**config.mk**
```make
export PLATFORM = sky130hd
export DESIGN_NAME = rxcfg_top
export DESIGN_NICKNAME = d
export VERILOG_FILES = /design/src/common/rxcfg_pkg.sv /design/src/common/rxcfg_evt_if.sv /design/src/design/rxcfg_sst_check.sv /design/src/design/rxcfg_squelch.sv /design/src/design/rxcfg_top.sv
export SDC_FILE = /design/constraint.sdc
export NUM_CORES = 1
export LEC_CHECK = 0
export BUFFER_PORTS_ARGS = -buffer_cell sky130_fd_sc_hd__buf_2
export CAP_MARGIN = 15
export CORE_ASPECT_RATIO = 1.2
export CORE_MARGIN = 2
export CORE_UTILIZATION = 53
export DETAILED_ROUTE_END_ITERATION = 8
export PLACE_DENSITY = 0.81
export SLEW_MARGIN = 20
export SYNTH_ARGS = -nofsm -noshare
export SYNTH_HDL_FRONTEND = slang
export SYNTH_SLANG_ARGS = --single-unit
export TNS_END_PERCENT = 10
```
**constraint.sdc**
```tcl
create_clock -name pclk -period 2.3 [get_ports pclk]
set_input_delay 0.345 -clock pclk [delete_from_list [all_inputs] [get_ports pclk]]
set_output_delay 0.345 -clock pclk [all_outputs]
set_load 0.005 [all_outputs]
```
**src/common/rxcfg_pkg.sv**
```systemverilog
package rxcfg_pkg;
   // clock and time base
   localparam int CLK_HZ = 40000000;
   localparam int FC_HZ = 13560000;
   localparam int ETU_FC_CYCLES = 128;
   localparam int QETU_CYCLES = ((ETU_FC_CYCLES / 4) * CLK_HZ) / FC_HZ;
   localparam int SQ_DELAY_NS = 18880;
   localparam int SQ_DELAY_CYCLES = (SQ_DELAY_NS * (CLK_HZ / 1000000) + 999) / 1000;
   localparam int SC_PULSE_LIMIT = 8;
   // register indices; byte address is four times the index
   localparam logic [7:0] IDX_EMD = 8'h05;
   localparam logic [7:0] IDX_SST = 8'h06;
   localparam logic [7:0] IDX_RC1 = 8'h0b;
   localparam logic [7:0] IDX_RC2 = 8'h0c;
   localparam logic [7:0] IDX_SQT = 8'h0f;
   localparam logic [7:0] IDX_STAT = 8'h10;
   // reset values
   localparam logic [7:0] RST_EMD = 8'h00;
   localparam logic [4:0] RST_SST = 5'h00;
   localparam logic [7:0] RST_RC1 = 8'h00;
   localparam logic [7:0] RST_RC2 = 8'h2c;
   localparam logic [7:0] RST_SQT = 8'h00;
   // field positions
   localparam int SST_W = 5;
   localparam int EMD_EN_BIT = 7;
   localparam int EMD_THLD_MSB = 3;
   localparam int RC1_CH_BIT = 7;
   localparam int RC1_LP_MSB = 6;
   localparam int RC1_LP_LSB = 4;
   localparam int RC1_ZA_BIT = 3;
   localparam int RC1_ZB_BIT = 2;
   localparam int RC1_ZC_BIT = 1;
   localparam int RC1_ZD_BIT = 0;
   localparam int RC2_IQ_BIT = 7;
   localparam int RC2_AMD_BIT = 6;
   localparam int RC2_SQDYN_BIT = 5;
   localparam int RC2_SQR_BIT = 4;
   localparam int RC2_AGCEN_BIT = 3;
   localparam int RC2_AGCM_BIT = 2;
   localparam int RC2_AGCALG_BIT = 1;
   localparam int RC2_AGCTRG_BIT = 0;
   localparam int STAT_SQ_BIT = 0;
   localparam int STAT_WIN_BIT = 1;
   localparam int STAT_AGC_BIT = 2;
   localparam int STAT_DROP_BIT = 3;
endpackage

```
**src/common/rxcfg_evt_if.sv**
```systemverilog
`timescale 1ns/1ps
interface rxcfg_evt_if;
   import rxcfg_pkg::*;
   logic mrt_expire;
   logic sc_detect;
   logic type_b_106;
   logic [SST_W-1:0] sst;
   logic emd_en;
   logic early;
   logic early_emd;
   logic window_open;
   logic tx_end;
   logic [7:0] mrt_value;
   logic [7:0] sqt;
   logic sq_dyn;
   logic squelch_on;
   modport top (output mrt_expire, sc_detect, type_b_106, sst, emd_en, tx_end, mrt_value, sqt, sq_dyn,
                input early, early_emd, window_open, squelch_on);
   modport sst_chk (input mrt_expire, sc_detect, type_b_106, sst, emd_en, output early, early_emd, window_open);
   modport sq_ctl (input tx_end, mrt_value, sqt, sq_dyn, output squelch_on);
endinterface

```
**src/design/rxcfg_sst_check.sv**
```systemverilog
`timescale 1ns/1ps
module rxcfg_sst_check
   import rxcfg_pkg::*;
(
   input wire logic pclk,
   input wire logic presetn,
   rxcfg_evt_if.sst_chk ev
);
   logic [6:0] tick_reg, tick_next;
   logic [SST_W:0] qcnt_reg, qcnt_next;
   logic open_reg, open_next;
   logic early_reg, early_next;
   logic emd_reg, emd_next;

   // quarter-etu elapsed count from rx mask timer expiry to subcarrier detection
   always_comb
   begin
      tick_next = tick_reg;
      qcnt_next = qcnt_reg;
      open_next = open_reg;
      early_next = 1'b0;
      emd_next = 1'b0;
      if (ev.mrt_expire)
      begin
         open_next = 1'b1;
         tick_next = '0;
         qcnt_next = '0;
      end
      else if (open_reg)
      begin
         if (ev.sc_detect)
         begin
            open_next = 1'b0;
            // early subcarrier, 106 kb/s type B only
            early_next = ev.type_b_106 && (qcnt_reg < {1'b0, ev.sst});
            emd_next = ev.type_b_106 && (qcnt_reg < {1'b0, ev.sst}) && ev.emd_en;
         end
         else if (tick_reg == 7'(QETU_CYCLES - 1))
         begin
            tick_next = '0;
            if (!qcnt_reg[SST_W])
               qcnt_next = qcnt_reg + 1'b1; // one step per quarter etu
         end
         else
            tick_next = tick_reg + 1'b1;
      end
   end

   // state registers
   always_ff @(posedge pclk or negedge presetn)
   begin
      if (!presetn)
      begin
         tick_reg <= '0;
         qcnt_reg <= '0;
         open_reg <= 1'b0;
         early_reg <= 1'b0;
         emd_reg <= 1'b0;
      end
      else
      begin
         tick_reg <= tick_next;
         qcnt_reg <= qcnt_next;
         open_reg <= open_next;
         early_reg <= early_next;
         emd_reg <= emd_next;
      end
   end

   assign ev.early = early_reg;
   assign ev.early_emd = emd_reg;
   assign ev.window_open = open_reg;
endmodule // rxcfg_sst_check

```
**src/design/rxcfg_squelch.sv**
```systemverilog
`timescale 1ns/1ps
module rxcfg_squelch
   import rxcfg_pkg::*;
(
   input wire logic pclk,
   input wire logic presetn,
   rxcfg_evt_if.sq_ctl ev
);
   typedef enum logic [2:0] {
      SQ_IDLE = 3'b001,
      SQ_WAIT = 3'b010,
      SQ_ON = 3'b100
   } rxcfg_sq_state_t;

   rxcfg_sq_state_t state_reg, state_next;
   logic [9:0] cnt_reg, cnt_next;

   // dynamic squelch: delay after end of tx, release at programmed mask timer value
   always_comb
   begin
      state_next = state_reg;
      cnt_next = cnt_reg;
      unique case (state_reg)
         SQ_IDLE:
         begin
            if (ev.tx_end && ev.sq_dyn)
            begin
               state_next = SQ_WAIT;
               cnt_next = '0;
            end
         end
         SQ_WAIT:
         begin
            if (!ev.sq_dyn)
               state_next = SQ_IDLE;
            else if (cnt_reg == 10'(SQ_DELAY_CYCLES - 1))
               state_next = SQ_ON;
            else
               cnt_next = cnt_reg + 1'b1;
         end
         SQ_ON:
         begin
            if (!ev.sq_dyn || ev.mrt_value >= ev.sqt)
               state_next = SQ_IDLE;
         end
         default:
            state_next = SQ_IDLE;
      endcase
   end

   // state registers
   always_ff @(posedge pclk or negedge presetn)
   begin
      if (!presetn)
      begin
         state_reg <= SQ_IDLE;
         cnt_reg <= '0;
      end
      else
      begin
         state_reg <= state_next;
         cnt_reg <= cnt_next;
      end
   end

   // one-hot code: the SQ_ON bit is the flop itself, no decode on the way out
   assign ev.squelch_on = state_reg[2];
endmodule // rxcfg_squelch

```
**src/design/rxcfg_top.sv**
```systemverilog
// How it works
// - five-bit start time, quarter etu steps
// - early subcarrier at type B 106k: soft error
// - EMD enabled: drop early frame, raise restart
// - channel bit: 0 AM, 1 PM
// - low-pass and zero bits passed straight out
// - demod mode and AM demodulator select bits
// - squelch on after delay, off at timer
// - squelch ratio bit: 1 or 6/3
// - AGC mode: first eight pulses or whole
// - AGC algorithm bit: preset or reset
// - AGC trigger bit: ratio 3 or 6
// - EMD frame-error drop only below byte threshold
`timescale 1ns/1ps
module rxcfg_top
   import rxcfg_pkg::*;
(
   input wire logic pclk,
   input wire logic presetn,
   input wire logic psel,
   input wire logic penable,
   input wire logic pwrite,
   input wire logic [11:0] paddr,
   input wire logic [31:0] pwdata,
   input wire logic [3:0] pstrb,
   output logic [31:0] prdata,
   output logic pready,
   output logic pslverr,
   input wire logic tx_end,
   input wire logic mrt_expire,
   input wire logic [7:0] rx_mask_timer,
   input wire logic sc_detect,
   input wire logic sc_pulse,
   input wire logic rx_start,
   input wire logic rx_type_b_106,
   input wire logic rx_frame_end,
   input wire logic rx_frame_error,
   input wire logic [8:0] rx_byte_count,
   output logic rx_channel_pick,
   output logic [2:0] lowpass_sel,
   output logic zero_cfg_a,
   output logic zero_cfg_b,
   output logic zero_cfg_c,
   output logic zero_cfg_d,
   output logic demod_iq,
   output logic amd_mixer,
   output logic squelch_ratio_hi,
   output logic squelch_on,
   output logic agc_enable,
   output logic agc_adjust,
   output logic agc_reset_alg,
   output logic gain_trigger_level,
   output logic soft_error_irq,
   output logic restart_irq,
   output logic frame_drop
);
   logic [7:0] emd_reg, emd_next;
   logic [SST_W-1:0] sst_reg, sst_next;
   logic [7:0] rc1_reg, rc1_next;
   logic [7:0] rc2_reg, rc2_next;
   logic [7:0] sqt_reg, sqt_next;
   logic [31:0] prdata_reg, prdata_next;
   logic pready_reg, pready_next;
   logic pslverr_reg, pslverr_next;
   logic [3:0] scp_reg, scp_next;
   logic agc_adj_reg, agc_adj_next;
   logic soft_reg, soft_next;
   logic restart_reg, restart_next;
   logic drop_reg, drop_next;
   logic dropped_reg, dropped_next;
   logic sq_reg;
   logic setup_ph;
   logic wr_en;
   logic [7:0] wbyte;
   logic [7:0] stat_val;

   rxcfg_evt_if ev ();

   // byte address to register index, low two bits must be zero
   function automatic logic [8:0] reg_index(input logic [11:0] a);
      reg_index = {(a[1:0] != 2'b00), a[9:2]};
   endfunction

   // index is mapped when aligned and listed
   function automatic logic idx_hit(input logic [8:0] i);
      idx_hit = (i == {1'b0, IDX_EMD}) || (i == {1'b0, IDX_SST}) || (i == {1'b0, IDX_RC1}) ||
                (i == {1'b0, IDX_RC2}) || (i == {1'b0, IDX_SQT}) || (i == {1'b0, IDX_STAT});
   endfunction

   // event and configuration hookup of the two sub-blocks
   assign ev.mrt_expire = mrt_expire;
   assign ev.sc_detect = sc_detect;
   assign ev.type_b_106 = rx_type_b_106;
   assign ev.sst = sst_reg;
   assign ev.emd_en = emd_reg[EMD_EN_BIT];
   assign ev.tx_end = tx_end;
   assign ev.mrt_value = rx_mask_timer;
   assign ev.sqt = sqt_reg;
   assign ev.sq_dyn = rc2_reg[RC2_SQDYN_BIT];

   rxcfg_sst_check u_sst (
      .pclk (pclk),
      .presetn (presetn),
      .ev (ev.sst_chk)
   );

   rxcfg_squelch u_sq (
      .pclk (pclk),
      .presetn (presetn),
      .ev (ev.sq_ctl)
   );

   assign sq_reg = ev.squelch_on;

   // apb phase decode; writes land at the access edge where pready is high
   assign setup_ph = psel && !penable;
   assign wr_en = psel && penable && pwrite && pready_reg && !pslverr_reg && pstrb[0];
   assign wbyte = pwdata[7:0];

   // live state for the status word
   always_comb
   begin
      stat_val = 8'h00;
      stat_val[STAT_SQ_BIT] = sq_reg;
      stat_val[STAT_WIN_BIT] = ev.window_open;
      stat_val[STAT_AGC_BIT] = agc_adj_reg;
      stat_val[STAT_DROP_BIT] = dropped_reg;
   end

   // apb slave: answer prepared in setup, given with pready in access
   always_comb
   begin
      pready_next = setup_ph;
      pslverr_next = 1'b0;
      prdata_next = prdata_reg;
      if (setup_ph)
      begin
         pslverr_next = !idx_hit(reg_index(paddr)) || (pwrite && reg_index(paddr) == {1'b0, IDX_STAT});
         prdata_next = 32'h0000_0000;
         if (!pwrite)
         begin
            unique case (reg_index(paddr))
               {1'b0, IDX_EMD}: prdata_next[7:0] = emd_reg;
               {1'b0, IDX_SST}: prdata_next[7:0] = {3'h0, sst_reg};
               {1'b0, IDX_RC1}: prdata_next[7:0] = rc1_reg;
               {1'b0, IDX_RC2}: prdata_next[7:0] = rc2_reg;
               {1'b0, IDX_SQT}: prdata_next[7:0] = sqt_reg;
               {1'b0, IDX_STAT}: prdata_next[7:0] = stat_val;
               default: prdata_next = 32'h0000_0000;
            endcase
         end
      end
   end

   // configuration registers
   always_comb
   begin
      emd_next = emd_reg;
      sst_next = sst_reg;
      rc1_next = rc1_reg;
      rc2_next = rc2_reg;
      sqt_next = sqt_reg;
      if (wr_en)
      begin
         unique case (reg_index(paddr))
            {1'b0, IDX_EMD}: emd_next = {wbyte[EMD_EN_BIT], 3'h0, wbyte[EMD_THLD_MSB:0]};
            {1'b0, IDX_SST}: sst_next = wbyte[SST_W-1:0];
            {1'b0, IDX_RC1}: rc1_next = wbyte;
            {1'b0, IDX_RC2}: rc2_next = wbyte;
            {1'b0, IDX_SQT}: sqt_next = wbyte;
            default: sqt_next = sqt_reg;
         endcase
      end
   end

   // agc window: counts subcarrier pulses per reception
   always_comb
   begin
      scp_next = scp_reg;
      if (rx_start || mrt_expire)
         scp_next = 4'h0;
      else if (sc_pulse && scp_reg != 4'(SC_PULSE_LIMIT))
         scp_next = scp_reg + 1'b1;
      // mode 0 limits adjustment to first eight pulses
      agc_adj_next = rc2_reg[RC2_AGCEN_BIT] &&
                     (rc2_reg[RC2_AGCM_BIT] || scp_next != 4'(SC_PULSE_LIMIT));
   end

   // error events: early subcarrier and short erroneous frames
   always_comb
   begin
      soft_next = ev.early;
      restart_next = ev.early_emd;
      drop_next = ev.early_emd;
      dropped_next = dropped_reg;
      if (rx_frame_end && rx_frame_error && emd_reg[EMD_EN_BIT] &&
          rx_byte_count < {5'h00, emd_reg[EMD_THLD_MSB:0]})
      begin
         restart_next = 1'b1;
         drop_next = 1'b1;
      end
      if (drop_next)
         dropped_next = 1'b1;
      else if (rx_start)
         dropped_next = 1'b0;
   end

   // state registers
   always_ff @(posedge pclk or negedge presetn)
   begin
      if (!presetn)
      begin
         emd_reg <= RST_EMD;
         sst_reg <= RST_SST;
         rc1_reg <= RST_RC1;
         rc2_reg <= RST_RC2;
         sqt_reg <= RST_SQT;
         prdata_reg <= 32'h0000_0000;
         pready_reg <= 1'b0;
         pslverr_reg <= 1'b0;
         scp_reg <= 4'h0;
         agc_adj_reg <= 1'b0;
         soft_reg <= 1'b0;
         restart_reg <= 1'b0;
         drop_reg <= 1'b0;
         dropped_reg <= 1'b0;
      end
      else
      begin
         emd_reg <= emd_next;
         sst_reg <= sst_next;
         rc1_reg <= rc1_next;
         rc2_reg <= rc2_next;
         sqt_reg <= sqt_next;
         prdata_reg <= prdata_next;
         pready_reg <= pready_next;
         pslverr_reg <= pslverr_next;
         scp_reg <= scp_next;
         agc_adj_reg <= agc_adj_next;
         soft_reg <= soft_next;
         restart_reg <= restart_next;
         drop_reg <= drop_next;
         dropped_reg <= dropped_next;
      end
   end

   // bus outputs
   assign prdata = prdata_reg;
   assign pready = pready_reg;
   assign pslverr = pslverr_reg;

   // analog front end settings, driven unchanged from the registers except squelch_on and agc_adjust
   assign rx_channel_pick = rc1_reg[RC1_CH_BIT];
   assign lowpass_sel = rc1_reg[RC1_LP_MSB:RC1_LP_LSB];
   assign zero_cfg_a = rc1_reg[RC1_ZA_BIT];
   assign zero_cfg_b = rc1_reg[RC1_ZB_BIT];
   assign zero_cfg_c = rc1_reg[RC1_ZC_BIT];
   assign zero_cfg_d = rc1_reg[RC1_ZD_BIT];
   assign demod_iq = rc2_reg[RC2_IQ_BIT];
   assign amd_mixer = rc2_reg[RC2_AMD_BIT];
   assign squelch_ratio_hi = rc2_reg[RC2_SQR_BIT];
   assign squelch_on = sq_reg;
   assign agc_enable = rc2_reg[RC2_AGCEN_BIT];
   assign agc_adjust = agc_adj_reg;
   assign agc_reset_alg = rc2_reg[RC2_AGCALG_BIT];
   assign gain_trigger_level = rc2_reg[RC2_AGCTRG_BIT];

   // event pulses
   assign soft_error_irq = soft_reg;
   assign restart_irq = restart_reg;
   assign frame_drop = drop_reg;
endmodule // rxcfg_top

```
After elaboration in Yosys (flattened, before gate mapping)
Index checks and enable logic that the tools add are counted.
{ "word_totals": {"regBits": 105, "out_inout_bits": 53, "word_cells": 126, "inputBits": 78} }
{ "op_classes": {"n_reduce_logical": 43, "eq_ne": 20, "magnitude_cmp": 3, "n_addsub": 4, "muxes": 35} }
{ "ops": {"columns": ["op", "n"], "rows": [
  ["$pmux W8 S6", 1],
  ["$mux W10", 3],
  ["$mux W6", 5],
  ["$mux W7", 4],
  ["$eq A9 B4 Y1 const B", 3],
  ["$pmux W10 S2", 1],
  ["$eq A9 B3 Y1 const B", 2],
  ["$logic_and A1 B1 Y1", 15],
  ["$mux W1", 13],
  ["$mux W3", 4],
  ["$reduce_and A2 Y1", 6],
  ["$add A10 B1 Y10 const B", 1],
  ["$eq A10 B10 Y1 const B", 1],
  ["$reduce_bool A2 Y1", 5],
  ["$eq A9 B5 Y1 const B", 1],
  ["$logic_or A1 B1 Y1", 9],
  ["$lt A9 B4 Y1", 1],
  ["$pmux W3 S3", 1],
  ["$ge A8 B8 Y1", 1],
  ["$mux W4", 2],
  ["$mux W8", 1],
  ["$ne A2 B2 Y1 const B", 4],
  ["$ne A4 B4 Y1 const B", 2],
  ["$reduce_and A4 Y1", 2],
  ["other kinds (12)", 17]
]} }

Depth between registers and ports, before layout
Gate-level depths: netlist (run 1).
{ "logic_depth": {"depth_word": 10, "depth_mapped": 7, "depth_no_buf": 6} }

Hierarchy
From an unflattened synthesis (run 1), not the netlist that was laid out.
{ "hier_totals": {"hier_cells": 432, "area_unflattened_um2": 4595.7} }
{ "modules_own_cells": {"columns": ["mod", "cells_each", "area_per_inst_um2", "n_inst", "seq_area_each_um2"], "rows": [
  ["rxcfg_top", 248, 2772.7, 1, 1305.0],
  ["rxcfg_sst_check", 92, 944.7, 1, 400.4],
  ["rxcfg_squelch", 92, 878.3, 1, 326.6]
]} }

Least setup slack after synthesis (run 1)
No wires, ideal clock.
{ "synth_path": {"path_kind": "input to register", "start": "in paddr[7]", "end": "reg rc1_reg[0]", "path_slack_ns": 0.248, "stages": 5, "path_buffers": 1, "t_arrival_ns": 1.927, "required_time_ns": 2.175, "setup_ns": 0.125, "path_cell_list": "or4_4 > nor4_4 > and3b_1 > buf_6 > mux2_4"} }
{ "synth_via": {"elab_chain_len": 2} }
{ "synth_rtl": {"columns": ["item", "line", "rtl"], "rows": [
  ["start: declaration", "rxcfg_top.sv:23", "input wire logic [11:0] paddr,"],
  ["$eq A9 B4 Y1", "rxcfg_top.sv:165", "unique case (reg_index(paddr))"],
  ["$reduce_and A2 Y1 (no line)", null, null],
  ["end signal: assignment", "rxcfg_top.sv:232", "rc1_reg <= rc1_next;"],
  ["end: declaration", "rxcfg_top.sv:59", "logic [7:0] rc1_reg, rc1_next;"]
]} }
No other way between the ends.
A chain may end at the register's enable or synchronous reset.

Final worst setup path (run 1)
{ "layout_path": {"start": "reg pslverr_reg (netlist: pslverr)", "end": "reg sqt_reg[1] (netlist: ev.sqt[1])"} }
{ "layout_via": {"elab_chain_len": 4} }
{ "layout_rtl": {"columns": ["item", "line", "rtl"], "rows": [
  ["start: declaration", "rxcfg_top.sv:64", "logic pslverr_reg, pslverr_next;"],
  ["start signal: assignment", "rxcfg_top.sv:237", "pslverr_reg <= pslverr_next;"],
  ["$logic_not A1 Y1", "rxcfg_top.sv:117", "assign wr_en = psel && penable && pwrite && pready_reg && !pslverr_reg && pstrb[0];"],
  ["$logic_and A1 B1 Y1 (2 in series)", "rxcfg_top.sv:117", null],
  ["$reduce_and A2 Y1 (no line)", null, null],
  ["end signal: assignment", "rxcfg_top.sv:234", "sqt_reg <= sqt_next;"],
  ["end: declaration", "rxcfg_top.sv:61", "logic [7:0] sqt_reg, sqt_next;"]
]} }
No other way between the ends.

==> impl_metrics.toml, run 1 <==
[worst_setup_path]
crit_path_cell_trace = "or3b_2 -> nor4_4 -> and3_1 -> buf_12 -> mux2_4"
cp_slowest_cell = "sky130_fd_sc_hd__or3b_2"
worst_setup_path_end_kind = "flop"
setup.worst_path.start_class = "flop"
cp_required_ps = 2540
register_to_register_setup_slack_ps = 350
critPathMaxStageDelay_ps = 470
arrival_ps = 2190
cp_max_fo = 7
reg2regPathDepth = 5
rr_startpoint = "pslverr$_DFF_PN0_"
critical_path.reg2reg.endpoint = "ev.sqt[1]$_DFFE_PN0P_"
critPathKind = "reg2reg"

[detailed_routing]
route.vias.total = 3584
first_pass_iters = 5
drt-vias-per-instance = 5.62
drt-wirelength-per-cell_um = 16.6
ant_nets = 0
initialDrtViolationCount = 233
wirelength_um = 10600
drt_drc_violations_left = 0

[logic_synthesis]
post-synth-top-count-cell = "sky130_fd_sc_hd__dfrtp_1"
yosysWarnings = 0
synth.top_cells.by_area = "sky130_fd_sc_hd__dfrtp_1 (42%), sky130_fd_sc_hd__mux2_2 (6.6%), sky130_fd_sc_hd__ha_1 (5.7%), sky130_fd_sc_hd__mux2_4 (5.2%), sky130_fd_sc_hd__buf_4 (4.1%)"
synth_top_flop_cell = "sky130_fd_sc_hd__dfrtp_1"
synth_commonest_cells = "sky130_fd_sc_hd__dfrtp_1 (77), sky130_fd_sc_hd__inv_1 (32), sky130_fd_sc_hd__nand2_1 (28)"
synth_cell_types = 64
synthCells = 431
synth-seq-area-share_pct = 44.2
synthesis.area_per_instance_sq_um = 10.7
synth_top_area_share_pct = 41.9
fraction_of_registers_with_async_set_or_reset_after_synthesis_pct = 100
synth_edf_count = 0
post_synth_instance_area_sq_um = 4600
netlist.top_cell.by_area = "sky130_fd_sc_hd__dfrtp_1"
synth-seq-cells = 81

[final_layout]
diodes = 0
drive_above_1_share_pct = 30.5
num-fill-cells = 708
syn_to_layout_area_delta_pct = 15.2
fin_nets = 615
fin_cells = 638
largest_reg_flops = 10

[worst_hold_path]
timing.hold.worst.class = "in2reg"
holdCritStartpoint = "rx_start"
worst_hold_path.num_cells = 2
worst_hold_path.endpoint = "scp_reg[0]$_DFF_PN0_"

[power_and_ir_drop]
internal_w = 0.00212
power.share.clock_pct = 41.4
netSwitchingFraction_pct = 24.1
design_power_total_w = 0.00280
p_sw_w = 0.000675
pwr-share-seq_pct = 51.5
powerDensity_nw_per_um2 = 528
combinationalPowerShare_pct = 7.2
ir_worst_vdd_mv = 0.354
p_leak_nw = 2.48

[grt]
first_pass_grt_wire_length_um = 16900
grt_pass1_vias = 3501
gr-usage-all-layers_pct = 23.3
global_route.overflow_total = 0
grt_antenna_before_repair = 0
grt_start_max_net_pins = 41

[placed_design]
place.port_buffers = 77
pre_cts_ws_ps = 73.5
place_inst = 621
detailedPlacementHpwl_um = 7990
gpl.final_weighted_congestion = 0.900

[cts]
cts_root_buf = "sky130_fd_sc_hd__clkbuf_8"
cts_inserted_buffers = 9
clkTransAtPathRegs_ps = 80
ctsHtreeMaxLevel = 3
clock_network_latency_to_the_later_pin_of_the_worst_skew_pair_ps = 360
numClockSinks = 81
clock_tree_from_tritoncts = "done"
cts_max_path_buffers = 2
cts.repair.resized = 0

[timing]
finalHoldViolations = 0
maxClockFrequency_mhz = 513
final.setup_skew_ps = 14.7
final_min_period_over_clock_period_pct = 84.7
final.setup.worst_slack_ps = 351
final_max_tran_viols = 0
slew_headroom_pct = 61.9
period_minus_slack_ps = 1950
finalSetupViolations = 0
worst_pin_slew_ps = 569
totalNegativeSetupSlack_ps = 0
rsz0062_at_grt = "no"

[status]
outcome = "finished clean"

[die]
boundary_pin_count = 131
die-width_um = 89.0
floorplan.rows = 37
initial_utilization_pct = 54.0
design.die.area_sq_um = 9440
die_height_um = 106
core_sq_um = 8520

[job]
maxCapViolCount = 0
-- worst max path at each step --
stage | start | end | slack, ps
floorplan | paddr[7] | rc1_reg[0]$_DFFE_PN0P_ | 250
global placement | paddr[7] | rc1_reg[4]$_DFFE_PN0P_ | 90
detailed placement | paddr[7] | rc1_reg[1]$_DFFE_PN0P_ | 70
CTS | pslverr$_DFF_PN0_ | rc1_reg[1]$_DFFE_PN0P_ | 350
global route | scp_reg[0]$_DFF_PN0_ | agc_adjust$_DFF_PN0_ | 260
finish | pslverr$_DFF_PN0_ | ev.sqt[1]$_DFFE_PN0P_ | 350
-- logic make-up after synthesis --
logic type / count (synthesis) / share of synthesized area [%]
xor+xnor: 7 / 1.33
simple gates: 126 / 15.7
other cells: 1 / 0.0816
flops: 81 / 44.2
fa+ha+maj: 21 / 5.72
compound gates: 79 / 12.1
mux: 47 / 12.7
buf+inv: 69 / 8.08
-- through the flow --
step / hold WS [ps] / area [sq um] / utilization [%]
2_1_floorplan: 49.4 / 4680 / -
3_3_place_gp: 336 / 5070 / 59.5
3_5_place_dp: 343 / 5070 / 59.5
4_1_cts: 203 / 5300 / 62.2
5_1_grt: 225 / 5300 / 62.2
6_report: 226 / 5300 / 62.2
-- layout make-up --
cell class / count / area, sq um / area share, %
timing repair buffer: 88 / 498 / 9.40
multi-input combinational: 304 / 2280 / 43.0
clock inverter: 6 / 92.6 / 1.75
tap: 117 / 146 / 2.76
inverter: 32 / 120 / 2.27
clock buffer: 10 / 128 / 2.41
sequential: 81 / 2030 / 38.4
-- layout by cell type (no fill, tap or decap), drive strengths merged, types with 8 or more instances in the layout --
| master | n |
|---|---|
| inv | 33 |
| clkbuf | 10 |
| conb | 24 |
| nor2 | 20 |
| ha | 21 |
| nand2 | 29 |
| o21ai | 15 |
| nand3 | 14 |
| buf | 87 |
| mux2 | 43 |
| dfrtp | 77 |
| nor2b | 8 |
| a21oi | 14 |
-- power by group through the flow --
| stage | Combinational [W] | Clock, W | Sequential, W |
|---|---|---|---|
| floorplan | 0.000119 | 0 | 0.00147 |
| global placement | 0.000190 | 0 | 0.00147 |
| detailed placement | 0.000198 | 0 | 0.00147 |
| CTS | 0.000201 | 0.00117 | 0.00144 |
| global route | 0.000229 | 0.00123 | 0.00144 |
| finish | 0.000201 | 0.00116 | 0.00144 |
-- layer usage --
metal | track usage [%] | share of wire, %
met1 | 29.3 | 41
met2 | 40.2 | 53
met3 | 4.97 | 4.0
met4 | 6.40 | 1.4
met5 | 0 | 0
-- worst max-delay path: cells and delay by family, from the launching register on --
kind,cells,cell delay (ps)
buffers and inverters,1,160
flip-flops,1,380
multiplexers,1,300
AND/OR/NAND/NOR,3,1000
-- timing repair --
action	CTS	global route
hold endpoints to repair	34	0
endpoints found under the setup margin	0	0
buffers inserted	0	0
hold buffers	1	0
Note: power is estimated with default switching activity, not from simulation.
==> run 2: changes to the inputs <==
--- a/config.mk
+++ b/config.mk
@@ -5,13 +5,14 @@
 export SDC_FILE = /design/constraint.sdc
 export NUM_CORES = 1
 export LEC_CHECK = 0
+export ABC_AREA = 1
 export BUFFER_PORTS_ARGS = -buffer_cell sky130_fd_sc_hd__buf_2
 export CAP_MARGIN = 15
 export CORE_ASPECT_RATIO = 1.2
 export CORE_MARGIN = 2
-export CORE_UTILIZATION = 53
+export CORE_UTILIZATION = 48
 export DETAILED_ROUTE_END_ITERATION = 8
-export PLACE_DENSITY = 0.81
+export PLACE_DENSITY = 0.77
 export SLEW_MARGIN = 20
 export SYNTH_ARGS = -nofsm -noshare
 export SYNTH_HDL_FRONTEND = slang
==> constraint.sdc (replaced) <==
create_clock -name pclk -period 1.7 [get_ports pclk]
set_input_delay 0.255 -clock pclk [delete_from_list [all_inputs] [get_ports pclk]]
set_output_delay 0.255 -clock pclk [all_outputs]
set_load 0.005 [all_outputs]
==> run 2 against run 1 <==
Effect of this change: via count up 22%; sequential share of layout area decreased by 3.0 points; first-iteration DRC count up 3.9%; worst hold slack got worse by 89 ps; final cell count increased by 35%; area after synthesis is 7.1% higher; global-route usage shrank 1.7 points; core utilization decreased by 4.7 points; total power grew 56%; combinational power grew to 3.1 times the previous value; clock skew fell by 11 ps; critical path type unchanged; largest cell class unchanged; largest power group unchanged.
==> impl_metrics.toml, run 2 <==
[worst_setup_path]
crit_path_frequent_cell = "sky130_fd_sc_hd__nand2_1"
cp_slowest_cell = "sky130_fd_sc_hd__dfrtp_1"
critPathMaxStageDelay_ps = 380
crit_path_cell_trace = "inv_1 -> ha_1 -> nand2_1 -> inv_1 -> nand2_1 -> nand2_2 -> a21oi_2 -> nand4_1 -> nand3_1 -> nand2_1"
crit_buf_inv = 2
worst_setup_path_end_kind = "flop"
register_to_register_setup_slack_ps = 90
setup.worst_path.start_class = "flop"
cp_max_fo = 3
cp_required_ps = 1920
arrival_ps = 1830
crit_family = "simple AND/OR/NAND/NOR gates"
critPathKind = "reg2reg"

[logic_synthesis]
netlist.top_cell.by_area = "sky130_fd_sc_hd__dfrtp_1"
synth-seq-area-share_pct = 41.3
synth_edf_count = 0
portion_of_netlist_area_occupied_by_mux_cells_pct = 0
synthesized_area_fraction_occupied_by_ao_oa_aoi_and_oai_cells_pct = 8.74
fraction_of_registers_with_async_set_or_reset_after_synthesis_pct = 100
post-synth-top-count-cell = "sky130_fd_sc_hd__nand2_1"
synth_simple_gate_area_share_pct = 30.3
synth_xor_xnor_area_share_pct = 1.78
synth-adder-area-share_pct = 5.34
synth_top_flop_cell = "sky130_fd_sc_hd__dfrtp_1"
synth_commonest_cells = "sky130_fd_sc_hd__nand2_1 (159), sky130_fd_sc_hd__inv_1 (87), sky130_fd_sc_hd__dfrtp_1 (77)"
synthCells = 632
synthesis.area_per_instance_sq_um = 7.79
post_synth_instance_area_sq_um = 4920
synth-seq-cells = 81
synth_top_area_share_pct = 39.1
synth_cell_types = 39
yosysWarnings = 0
synth.top_cells.by_area = "sky130_fd_sc_hd__dfrtp_1 (39%), sky130_fd_sc_hd__nand2_1 (12%), sky130_fd_sc_hd__inv_1 (6.6%), sky130_fd_sc_hd__nand3_1 (5.4%), sky130_fd_sc_hd__ha_1 (5.3%)"
combinational_family_with_the_most_area_after_synthesis = "simple AND/OR/NAND/NOR gates"

[cts]
clkTransAtPathRegs_ps = 60
cts_inserted_buffers = 9
cts_max_path_buffers = 2
clock_tree_from_tritoncts = "done"
ctsHtreeMaxLevel = 3
cts_root_buf = "sky130_fd_sc_hd__clkbuf_16"
numClockSinks = 81
clock_network_latency_to_the_later_pin_of_the_worst_skew_pair_ps = 330

[grt]
grt_antenna_before_repair = 0
gr-usage-all-layers_pct = 21.6
grt_start_max_net_pins = 31
grt_pass1_vias = 4108
first_pass_grt_wire_length_um = 18600
global_route.overflow_total = 0

[die]
die_height_um = 115
core_sq_um = 10000
floorplan.rows = 40
design.die.area_sq_um = 11100
boundary_pin_count = 131
initial_utilization_pct = 49.2
die-width_um = 96.4

[final_layout]
largest_reg_flops = 10
drive_above_1_share_pct = 23.5
layout_common_cells = "sky130_fd_sc_hd__nand2_1 (156), sky130_fd_sc_hd__inv_1 (85), sky130_fd_sc_hd__dfrtp_1 (77)"
diodes = 0
final_util_pct = 57.5
fin_nets = 827
syn_to_layout_area_delta_pct = 16.9
postLayoutCellArea_sq_um = 5750
combined_area_of_the_multi_input_logic_cells_sq_um = 2420
num-fill-cells = 920
layout.area.seq_sq_um = 2030
mostFrequentLayoutCell = "sky130_fd_sc_hd__nand2_1"

[detailed_routing]
ant_nets = 0
wirelength_um = 11500
first_pass_iters = 5
drt-vias-per-instance = 5.07
drt_drc_violations_left = 0
drt-wirelength-per-cell_um = 13.3
route.vias.total = 4358
initialDrtViolationCount = 242

[placed_design]
place_area_sq_um = 5400
detailedPlacementHpwl_um = 8820
pre_cts_ws_ps = 17.9
gpl.final_weighted_congestion = 0.898
place.port_buffers = 77

[power_and_ir_drop]
internal_w = 0.00317
power.share.clock_pct = 39.2
p_leak_nw = 2.98
pwr-share-seq_pct = 46.5
p_sw_w = 0.00120
combinationalPowerShare_pct = 14.3
powerDensity_nw_per_um2 = 761
netSwitchingFraction_pct = 27.5
ir_worst_vdd_mv = 0.560

[worst_hold_path]
timing.hold.worst.class = "in2reg"

[status]
outcome = "finished clean"

[timing]
fin_hold_ws_ps = 138
period_minus_slack_ps = 1610
final_min_period_over_clock_period_pct = 94.9
maxClockFrequency_mhz = 620
finalSetupViolations = 0
totalNegativeSetupSlack_ps = 0
final.setup_skew_ps = 3.44
rsz0062_at_grt = "yes"
finalHoldViolations = 0
final_max_tran_viols = 0
final.setup.worst_slack_ps = 86.6

[job]
maxCapViolCount = 0
-- run 2: power groups by stage --
stage | sequential [W] | clock, W | combinational, W
finish | 0.00203 | 0.00172 | 0.000626
global route | 0.00204 | 0.00183 | 0.000716
CTS | 0.00203 | 0.00174 | 0.000597
detailed placement | 0.00207 | 0 | 0.000592
global placement | 0.00206 | 0 | 0.000576
floorplan | 0.00206 | 0 | 0.000446
-- run 2: worst paths after layout --
kind | start | to | cells past startpoint
min | rx_start | dropped_reg$_DFFE_PN0P_ | 2
max | ev.sqt[2]$_DFFE_PN0P_ | u_sq.state_reg[2]$_DFFE_PN0P_ | 10
min reg2reg | u_sst.ev.early$_DFF_PN0_ | soft_error_irq$_DFF_PN0_ | 0
max reg2reg | ev.sqt[2]$_DFFE_PN0P_ | u_sq.state_reg[2]$_DFFE_PN0P_ | 10
min in group asynchronous | presetn | u_sst.tick_reg[5]$_DFFE_PN0P_ | 2
max in group asynchronous | presetn | rc2_reg[5]$_DFFE_PN1P_ | 3
-- run 2: metrics by stage --
step | power [W] | cells
2_1_floorplan | 0.00250 | 655
3_3_place_gp | 0.00264 | 837
3_5_place_dp | 0.00266 | 837
4_1_cts | 0.00437 | 856
5_1_grt | 0.00458 | 859
6_report | 0.00438 | 859
-- run 2: logic make-up (layout without fill, tap and decap cells) --
family	count (synthesis)	after routing
adders and majority gates	21	21
buffers and inverters	126	204
xor gates and xnor gates	10	10
AOI/OAI and AO/OA	68	68
other	1	24
and+or+nand+nor	325	325
DFF	81	81
-- run 2: per-layer routing --
metal | share of wire (%) | vias to the layer above | track usage [%]
li1 | - | 2158 | -
met1 | 42 | 2028 | 25.9
met2 | 50 | 149 | 36.9
met3 | 6.2 | 23 | 5.31
met4 | 2.4 | 0 | 8.92
met5 | 0 | - | 0
-- run 2: area by class of cell --
| class | count | share of cell area (%) |
|---|---|---|
| clock buffers | 12 | 4.11 |
| clock inverters | 4 | 0.348 |
| inverters | 92 | 6.00 |
| multi-input cells | 448 | 42.0 |
| flip-flops and latches | 81 | 35.3 |
| well taps | 126 | 2.74 |
| repair buffers | 96 | 9.48 |
-- run 2: what timing repair did --
item                                   in CTS  in global routing
hold buffers                                1                  0
setup buffers                               2                  3
pin swaps                                   2                  4
setup endpoints to repair                   1                 10
gates resized for setup                     0                 12
endpoints found under the hold margin      25                  0
